[src/logic/sqe_defs.vh]
// Constants for the SCSI host request queue engine
`ifndef SQE_DEFS_VH
`define SQE_DEFS_VH

// ****************************************
// Register byte offsets
// ****************************************
`define SQE_OFS_QCNT 8'h00
`define SQE_OFS_SEGMAX 8'h04
`define SQE_OFS_XFER 8'h08
`define SQE_OFS_CMDHINT 8'h0C
`define SQE_OFS_EVTSZ 8'h10
`define SQE_OFS_SENSE 8'h14
`define SQE_OFS_CDB 8'h18
`define SQE_OFS_CHAN 8'h1C
`define SQE_OFS_TGT 8'h20
`define SQE_OFS_UNIT 8'h24
`define SQE_OFS_SUBSYS 8'h28
`define SQE_OFS_FEAT_OFF 8'h2C
`define SQE_OFS_FEAT_DRV 8'h30
`define SQE_OFS_CTRL 8'h34
`define SQE_OFS_STAT 8'h38

// ****************************************
// Configuration values and reset values
// ****************************************
`define SQE_NUM_RQ 32'h0000_0004
`define SQE_SEG_MAX 32'h0000_0080
`define SQE_XFER_HINT 32'h0000_0400
`define SQE_CMD_HINT 32'h0000_0080
`define SQE_EVT_BASE 32'h0000_0010
`define SQE_EVT_LIVE 32'h0000_0018
`define SQE_SENSE_RST 32'h0000_0060
`define SQE_CDB_RST 32'h0000_0020
`define SQE_MAX_CHAN 16'h0000
`define SQE_MAX_TGT 16'h00FF
`define SQE_MAX_UNIT 32'h0000_3FFF

// ****************************************
// Feature bits, queues, LUN layout
// ****************************************
`define SQE_F_INOUT 0
`define SQE_F_LIVE 1
`define SQE_FEAT_OFFER 32'h0000_0003
`define SQE_CTRL_RESET 0
`define SQE_Q_REQ0 8'h02
`define SQE_LUN_FMT 8'h01

// ****************************************
// Response codes and bus answers
// ****************************************
`define SQE_RESP_OK 8'h00
`define SQE_RESP_OVERRUN 8'h01
`define SQE_RESP_CANCELLED_BY_ABORT 8'h02
`define SQE_RESP_BAD_TARGET 8'h03
`define SQE_RESP_RESET 8'h04
`define SQE_RESP_FAILURE 8'h09
`define SQE_AXI_OKAY 2'b00
`define SQE_AXI_SLVERR 2'b10

`endif

[src/logic/sqe_req_check.v]
// Admission check of one command request before it is executed
`timescale 1ns/1ps
`include "sqe_defs.vh"

module sqe_req_check (
   // Request fields
   input wire [7:0] queue,
   input wire [63:0] lun,
   input wire [31:0] out_len,
   input wire [31:0] in_len,
   input wire [15:0] out_segs,
   input wire [15:0] in_segs,
   // Configuration
   input wire inout_ok,
   // Verdict
   output reg bad,
   output reg [7:0] code
);

   wire [31:0] q_end = {24'h00_0000, `SQE_Q_REQ0} + `SQE_NUM_RQ;
   wire bidir = (out_len != 32'h0000_0000) && (in_len != 32'h0000_0000);
   wire lun_ok = (lun[63:56] == `SQE_LUN_FMT) &&
      (lun[31:0] == 32'h0000_0000);

   always @* begin
      bad = 1'b1;
      code = `SQE_RESP_FAILURE;
      if (queue < `SQE_Q_REQ0 || {24'h00_0000, queue} >= q_end) begin
         code = `SQE_RESP_FAILURE;
      end else if (bidir && !inout_ok) begin
         code = `SQE_RESP_FAILURE;
      end else if ({16'h0000, out_segs} > `SQE_SEG_MAX ||
            {16'h0000, in_segs} > `SQE_SEG_MAX) begin
         code = `SQE_RESP_FAILURE;
      end else if (!lun_ok ||
            {8'h00, lun[55:48]} > `SQE_MAX_TGT) begin
         code = `SQE_RESP_BAD_TARGET;
      end else begin
         bad = 1'b0;
         code = `SQE_RESP_OK;
      end
   end

endmodule

[src/logic/sqe_engine.v]
// SCSI host request queue engine with AXI4-Lite configuration space
`timescale 1ns/1ps
`include "sqe_defs.vh"

module sqe_engine #(
   // Arbitrary value standing for the host type code
   parameter [31:0] SUBSYS_ID = 32'h0000_00A5
) (
   // Clock and reset
   input wire clk_sys,
   input wire rst_n,
   // AXI4-Lite write channels
   input wire [7:0] s_axi_awaddr,
   input wire s_axi_awvalid,
   output reg s_axi_awready,
   input wire [31:0] s_axi_wdata,
   input wire [3:0] s_axi_wstrb,
   input wire s_axi_wvalid,
   output reg s_axi_wready,
   output reg [1:0] s_axi_bresp,
   output reg s_axi_bvalid,
   input wire s_axi_bready,
   // AXI4-Lite read channels
   input wire [7:0] s_axi_araddr,
   input wire s_axi_arvalid,
   output reg s_axi_arready,
   output reg [31:0] s_axi_rdata,
   output reg [1:0] s_axi_rresp,
   output reg s_axi_rvalid,
   input wire s_axi_rready,
   // Request intake
   input wire req_valid,
   output reg req_ready,
   input wire [7:0] req_queue,
   input wire [63:0] req_lun,
   input wire [63:0] req_tag,
   input wire [31:0] req_out_len,
   input wire [31:0] req_in_len,
   input wire [15:0] req_out_segs,
   input wire [15:0] req_in_segs,
   // Execution towards the logical units
   output reg exec_valid,
   input wire exec_ready,
   output reg [63:0] exec_tag,
   output reg [7:0] exec_target,
   output reg [13:0] exec_unit,
   output reg [31:0] exec_cdb_len,
   output reg [31:0] exec_out_len,
   output reg [31:0] exec_in_len,
   input wire exec_done,
   input wire [7:0] exec_status,
   input wire [7:0] exec_resp,
   input wire [31:0] exec_need,
   input wire [31:0] exec_out_done,
   input wire [31:0] exec_in_done,
   input wire [31:0] exec_sense_cnt,
   // Completion
   output reg cpl_valid,
   input wire cpl_ready,
   output reg [7:0] cpl_queue,
   output reg [63:0] cpl_tag,
   output reg [7:0] cpl_status,
   output reg [7:0] cpl_resp,
   output reg [31:0] cpl_residual,
   output reg [31:0] cpl_sense_len,
   // Feature state
   output reg live_attach_en
);

   // ****************************************
   // State and storage
   // ****************************************
   localparam ST_IDLE = 2'd0;
   localparam ST_ISSUE = 2'd1;
   localparam ST_WAIT = 2'd2;
   localparam ST_CPL = 2'd3;

   reg [1:0] state;
   reg [31:0] sense_limit;
   reg [31:0] cdb_limit;
   reg [31:0] drv_feat;
   reg [15:0] cpl_count;
   reg rst_seen;
   reg [31:0] tot_len;
   reg aw_have;
   reg w_have;
   reg [7:0] aw_addr;
   reg [31:0] w_data;
   reg [3:0] w_strb;

   wire [31:0] neg_feat = drv_feat & `SQE_FEAT_OFFER;
   wire inout_ok = neg_feat[`SQE_F_INOUT];
   wire chk_bad;
   wire [7:0] chk_code;
   wire [31:0] wmask;
   wire wr_go = aw_have && w_have && !s_axi_bvalid;
   wire [5:0] wr_word = aw_addr[7:2];
   wire dev_reset = wr_go && aw_addr == `SQE_OFS_CTRL &&
      w_strb[0] && w_data[`SQE_CTRL_RESET];
   wire [31:0] evt_size = neg_feat[`SQE_F_LIVE] ?
      `SQE_EVT_LIVE : `SQE_EVT_BASE;
   wire [31:0] xfer = exec_out_done + exec_in_done;
   reg [31:0] next_rdata;
   reg next_rerr;
   reg next_werr;

   // ****************************************
   // Byte lane mask
   // ****************************************
   genvar gi;
   generate
      for (gi = 0; gi < 4; gi = gi + 1) begin : g_lane
         assign wmask[gi*8 +: 8] = {8{w_strb[gi]}};
      end
   endgenerate

   // ****************************************
   // Admission check
   // ****************************************
   sqe_req_check u_check (
      .queue(req_queue),
      .lun(req_lun),
      .out_len(req_out_len),
      .in_len(req_in_len),
      .out_segs(req_out_segs),
      .in_segs(req_in_segs),
      .inout_ok(inout_ok),
      .bad(chk_bad),
      .code(chk_code)
   );

   // ****************************************
   // Register read decode
   // ****************************************
   always @* begin
      next_rerr = 1'b0;
      case (s_axi_araddr)
         `SQE_OFS_QCNT: next_rdata = `SQE_NUM_RQ;
         `SQE_OFS_SEGMAX: next_rdata = `SQE_SEG_MAX;
         `SQE_OFS_XFER: next_rdata = `SQE_XFER_HINT;
         `SQE_OFS_CMDHINT: next_rdata = `SQE_CMD_HINT;
         `SQE_OFS_EVTSZ: next_rdata = evt_size;
         `SQE_OFS_SENSE: next_rdata = sense_limit;
         `SQE_OFS_CDB: next_rdata = cdb_limit;
         `SQE_OFS_CHAN: next_rdata = {16'h0000, `SQE_MAX_CHAN};
         `SQE_OFS_TGT: next_rdata = {16'h0000, `SQE_MAX_TGT};
         `SQE_OFS_UNIT: next_rdata = `SQE_MAX_UNIT;
         `SQE_OFS_SUBSYS: next_rdata = SUBSYS_ID;
         `SQE_OFS_FEAT_OFF: next_rdata = `SQE_FEAT_OFFER;
         `SQE_OFS_FEAT_DRV: next_rdata = neg_feat;
         `SQE_OFS_CTRL: next_rdata = 32'h0000_0000;
         `SQE_OFS_STAT: next_rdata = {14'h0000, state, cpl_count};
         default: begin
            next_rdata = 32'h0000_0000;
            next_rerr = 1'b1;
         end
      endcase
   end

   // Unmapped word addresses answer SLVERR; read-only ones take no effect
   always @* begin
      case (aw_addr)
         `SQE_OFS_QCNT, `SQE_OFS_SEGMAX, `SQE_OFS_XFER,
         `SQE_OFS_CMDHINT, `SQE_OFS_EVTSZ, `SQE_OFS_SENSE,
         `SQE_OFS_CDB, `SQE_OFS_CHAN, `SQE_OFS_TGT,
         `SQE_OFS_UNIT, `SQE_OFS_SUBSYS, `SQE_OFS_FEAT_OFF,
         `SQE_OFS_FEAT_DRV, `SQE_OFS_CTRL,
         `SQE_OFS_STAT: next_werr = 1'b0;
         default: next_werr = 1'b1;
      endcase
   end

   // ****************************************
   // AXI4-Lite slave
   // ****************************************
   always @(posedge clk_sys or negedge rst_n) begin
      if (!rst_n) begin
         s_axi_awready <= 1'b1;
         s_axi_wready <= 1'b1;
         s_axi_bvalid <= 1'b0;
         s_axi_bresp <= `SQE_AXI_OKAY;
         s_axi_arready <= 1'b1;
         s_axi_rvalid <= 1'b0;
         s_axi_rdata <= 32'h0000_0000;
         s_axi_rresp <= `SQE_AXI_OKAY;
         aw_have <= 1'b0;
         w_have <= 1'b0;
         aw_addr <= 8'h00;
         w_data <= 32'h0000_0000;
         w_strb <= 4'h0;
      end else begin
         if (s_axi_awvalid && s_axi_awready) begin
            aw_have <= 1'b1;
            aw_addr <= {s_axi_awaddr[7:2], 2'b00};
            s_axi_awready <= 1'b0;
         end
         if (s_axi_wvalid && s_axi_wready) begin
            w_have <= 1'b1;
            w_data <= s_axi_wdata;
            w_strb <= s_axi_wstrb;
            s_axi_wready <= 1'b0;
         end
         if (wr_go) begin
            aw_have <= 1'b0;
            w_have <= 1'b0;
            s_axi_bvalid <= 1'b1;
            s_axi_bresp <= next_werr ? `SQE_AXI_SLVERR : `SQE_AXI_OKAY;
         end
         if (s_axi_bvalid && s_axi_bready) begin
            s_axi_bvalid <= 1'b0;
            s_axi_awready <= 1'b1;
            s_axi_wready <= 1'b1;
         end
         if (s_axi_arvalid && s_axi_arready) begin
            s_axi_arready <= 1'b0;
            s_axi_rvalid <= 1'b1;
            s_axi_rdata <= next_rdata;
            s_axi_rresp <= next_rerr ? `SQE_AXI_SLVERR : `SQE_AXI_OKAY;
         end
         if (s_axi_rvalid && s_axi_rready) begin
            s_axi_rvalid <= 1'b0;
            s_axi_arready <= 1'b1;
         end
      end
   end

   // ****************************************
   // Writable configuration
   // ****************************************
   always @(posedge clk_sys or negedge rst_n) begin
      if (!rst_n) begin
         sense_limit <= `SQE_SENSE_RST;
         cdb_limit <= `SQE_CDB_RST;
         drv_feat <= 32'h0000_0000;
         live_attach_en <= 1'b0;
      end else begin
         live_attach_en <= neg_feat[`SQE_F_LIVE];
         if (dev_reset) begin
            // A device reset also drops the negotiated features
            sense_limit <= `SQE_SENSE_RST;
            cdb_limit <= `SQE_CDB_RST;
            drv_feat <= 32'h0000_0000;
         end else if (wr_go) begin
            case (wr_word)
               `SQE_OFS_SENSE >> 2: sense_limit <=
                  (sense_limit & ~wmask) | (w_data & wmask);
               `SQE_OFS_CDB >> 2: cdb_limit <=
                  (cdb_limit & ~wmask) | (w_data & wmask);
               `SQE_OFS_FEAT_DRV >> 2: drv_feat <=
                  (drv_feat & ~wmask) | (w_data & wmask);
               default: drv_feat <= drv_feat;
            endcase
         end
      end
   end

   // ****************************************
   // Request sequencer
   // ****************************************
   always @(posedge clk_sys or negedge rst_n) begin
      if (!rst_n) begin
         state <= ST_IDLE;
         req_ready <= 1'b1;
         exec_valid <= 1'b0;
         exec_tag <= 64'h0000_0000_0000_0000;
         exec_target <= 8'h00;
         exec_unit <= 14'h0000;
         exec_cdb_len <= 32'h0000_0000;
         exec_out_len <= 32'h0000_0000;
         exec_in_len <= 32'h0000_0000;
         cpl_valid <= 1'b0;
         cpl_queue <= 8'h00;
         cpl_tag <= 64'h0000_0000_0000_0000;
         cpl_status <= 8'h00;
         cpl_resp <= `SQE_RESP_OK;
         cpl_residual <= 32'h0000_0000;
         cpl_sense_len <= 32'h0000_0000;
         cpl_count <= 16'h0000;
         rst_seen <= 1'b0;
         tot_len <= 32'h0000_0000;
      end else begin
         // A reset arriving mid-command cancels it at completion
         if (dev_reset && state != ST_IDLE && state != ST_CPL) begin
            rst_seen <= 1'b1;
         end
         case (state)
            ST_IDLE: begin
               if (req_valid && req_ready) begin
                  req_ready <= 1'b0;
                  // Attribute, priority and reference are not looked at
                  cpl_queue <= req_queue;
                  cpl_tag <= req_tag;
                  tot_len <= req_out_len + req_in_len;
                  if (chk_bad) begin
                     // Refused at once: nothing moved, no sense
                     cpl_valid <= 1'b1;
                     cpl_resp <= chk_code;
                     cpl_status <= 8'h00;
                     cpl_residual <= req_out_len + req_in_len;
                     cpl_sense_len <= 32'h0000_0000;
                     state <= ST_CPL;
                  end else begin
                     exec_valid <= 1'b1;
                     exec_tag <= req_tag;
                     exec_target <= req_lun[55:48];
                     exec_unit <= req_lun[45:32];
                     exec_cdb_len <= cdb_limit;
                     exec_out_len <= req_out_len;
                     exec_in_len <= req_in_len;
                     state <= ST_ISSUE;
                  end
               end
            end
            ST_ISSUE: begin
               if (exec_ready) begin
                  exec_valid <= 1'b0;
                  state <= ST_WAIT;
               end
            end
            ST_WAIT: begin
               if (exec_done) begin
                  cpl_valid <= 1'b1;
                  cpl_status <= exec_status;
                  cpl_residual <= tot_len - xfer;
                  cpl_sense_len <= (exec_sense_cnt > sense_limit) ?
                     sense_limit : exec_sense_cnt;
                  if (rst_seen || dev_reset) begin
                     cpl_resp <= `SQE_RESP_RESET;
                  end else if (exec_need > tot_len) begin
                     cpl_resp <= `SQE_RESP_OVERRUN;
                  end else begin
                     cpl_resp <= exec_resp;
                  end
                  rst_seen <= 1'b0;
                  state <= ST_CPL;
               end
            end
            ST_CPL: begin
               if (cpl_ready) begin
                  cpl_valid <= 1'b0;
                  cpl_count <= cpl_count + 16'h0001;
                  req_ready <= 1'b1;
                  state <= ST_IDLE;
               end
            end
            default: begin
               state <= ST_IDLE;
               req_ready <= 1'b1;
            end
         endcase
      end
   end

endmodule

[config.mk]
export PLATFORM = sky130hd
export DESIGN_NAME = sqe_engine
export DESIGN_NICKNAME = d
export VERILOG_FILES = /design/src/logic/sqe_req_check.v /design/src/logic/sqe_engine.v
export VERILOG_INCLUDE_DIRS = /design/src /design/src/logic
export SDC_FILE = /design/constraint.sdc
export NUM_CORES = 1
export LEC_CHECK = 0
export BUFFER_PORTS_ARGS = -buffer_cell sky130_fd_sc_hd__buf_2
export CAP_MARGIN = 20
export CORE_AREA = 2 2 319 321
export DETAILED_ROUTE_END_ITERATION = 16
export DIE_AREA = 0 0 321 323
export PLACE_DENSITY = 0.59
export SETUP_SLACK_MARGIN = 0.05
export SYNTH_ARGS = -nofsm -noshare
export SYNTH_HDL_FRONTEND = slang
export SYNTH_SLANG_ARGS = --single-unit
[constraint.sdc]
create_clock -name clk_sys -period 2.8 [get_ports clk_sys]
set_input_delay 0.14 -clock clk_sys [delete_from_list [all_inputs] [get_ports clk_sys]]
set_output_delay 0.14 -clock clk_sys [all_outputs]
set_load 0.02 [all_outputs]
==> flow_metrics.py <==
metrics = {
    "synth": {
        "synth_top_area_share_pct": 48.34,
        "synth_enable_flop_cells": 0,
        "postSynthAreaPerCell_um2": 9.532,
        "yosysMostFrequentCell": "nand2_1",
        "synth_area_leaders": "dfrtp_1, nand2_1, ha_1",
        "ys.flop_type": "dfrtp_1",
        "yosysWarnings": 0,
        "ys_ff_latch": 538,
        "synth_area_um2": 27490,
        "ys_seq_area_share_pct": 49.01,
        "ys_types": 91,
        "async_reset_ff_share_pct": 100.0,
        "netlist_instances": 2884,
        "synth_common_cells": "nand2_1, dfrtp_1, inv_1",
        "synth_area_leader_cell": "dfrtp_1",
    },
    "floorplanning": {
        "placementRows": 117,
        "dieWidth_um": 321,
        "die_area_um2": 103700,
        "initial_utilization_pct": 27.29,
        "top_level_ports": 818,
        "die_y_um": 323,
        "core_area_um2": 100700,
    },
    "worst_setup_path": {
        "worstPathCellList": "fa_1, ha_4, a21o_1, a21o_1, nor3_4, or4b_4, a31oi_4, a21oi_2, o31ai_2, xnor2_1, o221ai_2",
        "required_ns": 3.32,
        "cp_top_family": "compound AO/OA/AOI/OAI gates",
        "cp_slowest_cell": "or4b_4",
        "path_common_cell": "a21o_1",
        "crit_buf_inv": 0,
        "r2r-start": "tot_len[4]",
        "reg2reg_depth": 11,
        "critPathMaxStageDelay_ns": 0.56,
        "rrSetupSlack_ns": -0.22,
        "r2r-end": "cpl_residual[30]",
        "cp-start-kind": "flip-flop",
        "cp-end-kind": "flip-flop",
        "setup.worst_path.class": "flip-flop to flip-flop",
        "critPathMaxFanout": 3,
        "arrival_ns": 3.54,
    },
    "placement": {
        "placedInstanceArea_um2": 35430,
        "port_buffers": 811,
        "hpwl_um": 88890,
        "finalWeightedCongestion": 0.9351,
        "pre_cts_ws_ns": -0.3236,
    },
    "route": {
        "drt-total-wl_um": 117900,
        "drc": 0,
        "drt_first_pass_iters": 5,
        "num_vias": 27050,
        "routedWlPerCell_um": 21.08,
        "drt_first_iter_violations": 1674,
        "drt.antenna.violating_nets": 0,
        "vias_per_cell": 4.837,
    },
    "clock_network": {
        "clockRootBuffer": "clkbuf_16",
        "cts_tree": "built",
        "cts.reportedPaths.clkPinSlew_ns": 0.07,
        "h-tree-depth": 3,
        "cts_buffer_depth": 3,
        "clock-sinks": 538,
        "clkLatencyLatePin_ns": 0.64,
        "numCtsBuffers": 70,
    },
    "outcome": {
        "outcome": "complete, but fails checks",
        "violations": "setup timing",
    },
    "power": {
        "power-per-cell-area_nw_per_um2": 875.2,
        "p_leak_nw": 21.30,
        "ir_worst_vdd_uv": 506.3,
    },
    "sta": {
        "min_period_over_period_pct": 107.9,
        "clock.fmax_mhz": 331.1,
        "hold_violations": 0,
        "maxSlewHeadroom_pct": 42.09,
        "rsz0062_at_grt": "true",
        "finClkSkew_ns": 0.03192,
        "setup_viol": 12,
        "finalMaxSlewViolations": 0,
        "setup_slack_ns": -0.2202,
        "fin_crit_ns": 3.020,
        "max_slew.worst_pin.slew_ns": 0.8654,
    },
    "global_route": {
        "grt_use_total_pct": 21.72,
        "grt_pass1_wl_um": 170500,
        "grt_max_degree": 70,
        "overflow": 0,
        "antenna_found_initial": 18,
        "grt_pass1_vias": 27350,
    },
    "layout": {
        "drive_gt1_share_pct": 36.66,
        "area_delta_synth_final_pct": 52.09,
        "post-route-cell-area_um2": 41810,
        "fillers": 9893,
        "fin_nets": 4825,
    },
    "worst_hold_path": {
        "min_to": "s_axi_rdata[1]",
        "whs_path_depth": 5,
        "holdCritPathClass": "input port to flip-flop",
        "holdCritStartpoint": "s_axi_araddr[6]",
    },
    "flow_run": {
        "max_cap_viol_count": 0,
    },
}
-- worst reg2reg max path, stage by stage, from the launching register on --
cell,delay [ns]
dfrtp_1,0.38
fa_1,0.49
ha_4,0.30
a21o_1,0.13
a21o_1,0.19
nor3_4,0.07
or4b_4,0.56
a31oi_4,0.19
a21oi_2,0.09
o31ai_2,0.26
xnor2_1,0.16
o221ai_2,0.11
-- power breakdown --
part / internal, mW / switching (mW) / total (mW)
sequential: 9.57 / 1.41 / 11.0
clock: 5.40 / 3.72 / 9.12
combinational: 7.45 / 9.05 / 16.5
-- layout make-up --
type | instances | area, um^2 | area share [%]
antenna | 11 | 27.53 | 0.06584
sequential | 538 | 13470 | 32.22
timing repair buffer | 1400 | 9762 | 23.35
clock inverter | 25 | 271.5 | 0.6494
inverter | 159 | 596.8 | 1.428
tap | 1309 | 1638 | 3.918
clock buffer | 98 | 2018 | 4.827
multi-input combinational | 2052 | 14020 | 33.54
-- placed cells by master (no fill, tap or decap), types with 20 or more instances in the layout --
master         instances
a21o_1                53
a21oi_1              126
a21oi_2               24
a22o_1                20
buf_12                33
buf_2                810
buf_4                276
clkbuf_16             75
dfrtp_1              531
dlygate4sd3_1        262
fa_1                  32
ha_1                 115
inv_1                154
mux2_2               122
nand2_1              790
nand3_1               77
nand3_2               21
nand4_1               29
nor2_1                77
nor4_1                35
o21ai_0              105
o21ai_1               27
xnor2_1               41
xor2_1                27
-- state kept, by name (all words and copies together), names as in the netlist, 8 cells and up --
name,count
exec_out_len,32
tot_len,32
cdb_limit,32
cpl_count,16
sense_limit,32
exec_target,8
exec_unit,14
exec_in_len,32
cpl_residual,32
s_axi_rdata,32
cpl_status,8
cpl_sense_len,32
exec_tag,64
cpl_queue,8
exec_cdb_len,32
w_data,32
cpl_resp,8
cpl_tag,64
-- worst max path at each step --
stage,to,depth (start not counted),slack [ns],start
after floorplan,cpl_residual[28],12,-0.08,tot_len[8]
after global placement,cpl_residual[28],11,-0.32,tot_len[8]
after detailed placement,cpl_residual[25],11,-0.32,tot_len[2]
after CTS,cpl_residual[30],11,-0.24,tot_len[4]
after global routing,cpl_residual[30],11,-0.34,tot_len[4]
final,cpl_residual[30],11,-0.22,tot_len[4]
-- per-stage QoR --
stage	power (mW)	std cells	hold slack (ns)	utilization [%]	TNS, ns
6_report	36.59	5592	0.07432	41.51	-1.368
5_1_grt	38.61	5589	0.07310	41.50	-3.685
4_1_cts	35.89	5573	0.03015	40.57	-1.698
3_5_place_dp	25.67	5170	0.2000	35.18	-5.166
3_3_place_gp	25.46	5170	0.1965	35.18	-3.672
2_1_floorplan	19.01	2885	-0.1556	-	-0.1519
-- kinds of logic (layout without fill, tap and decap cells) --
group	after synthesis	after routing	share of synthesized area [%]
adder cells (fa/ha/maj)	166	166	8.421
XOR/XNOR	74	74	2.358
multiplexers	136	136	5.508
AND/OR/NAND/NOR	1142	1142	17.67
other	1	13	0.01364
buffers and inverters	295	1682	4.388
flip-flops	538	538	49.01
AO/OA/AOI/OAI	532	532	12.63
-- timing repair --
| action | in CTS | in global routing |
|---|---|---|
| hold endpoints to repair | 387 | 0 |
| gates resized for setup | 65 | 174 |
| gates cloned | 3 | 4 |
| pin swaps | 45 | 91 |
| hold buffers | 262 | 0 |
| setup endpoints to repair | 58 | 80 |
| setup buffers | 15 | 6 |
-- per-layer routing --
metal | GRT usage, % | vias up | routed length, um
met1 | 26.53 | 13280 | 47510
li1 | - | 12560 | -
met3 | 5.597 | 215 | 8409
met5 | 0 | - | 89
met2 | 37.18 | 975 | 58340
met4 | 7.248 | 14 | 3563
Power figures use the tool's default switching activity.
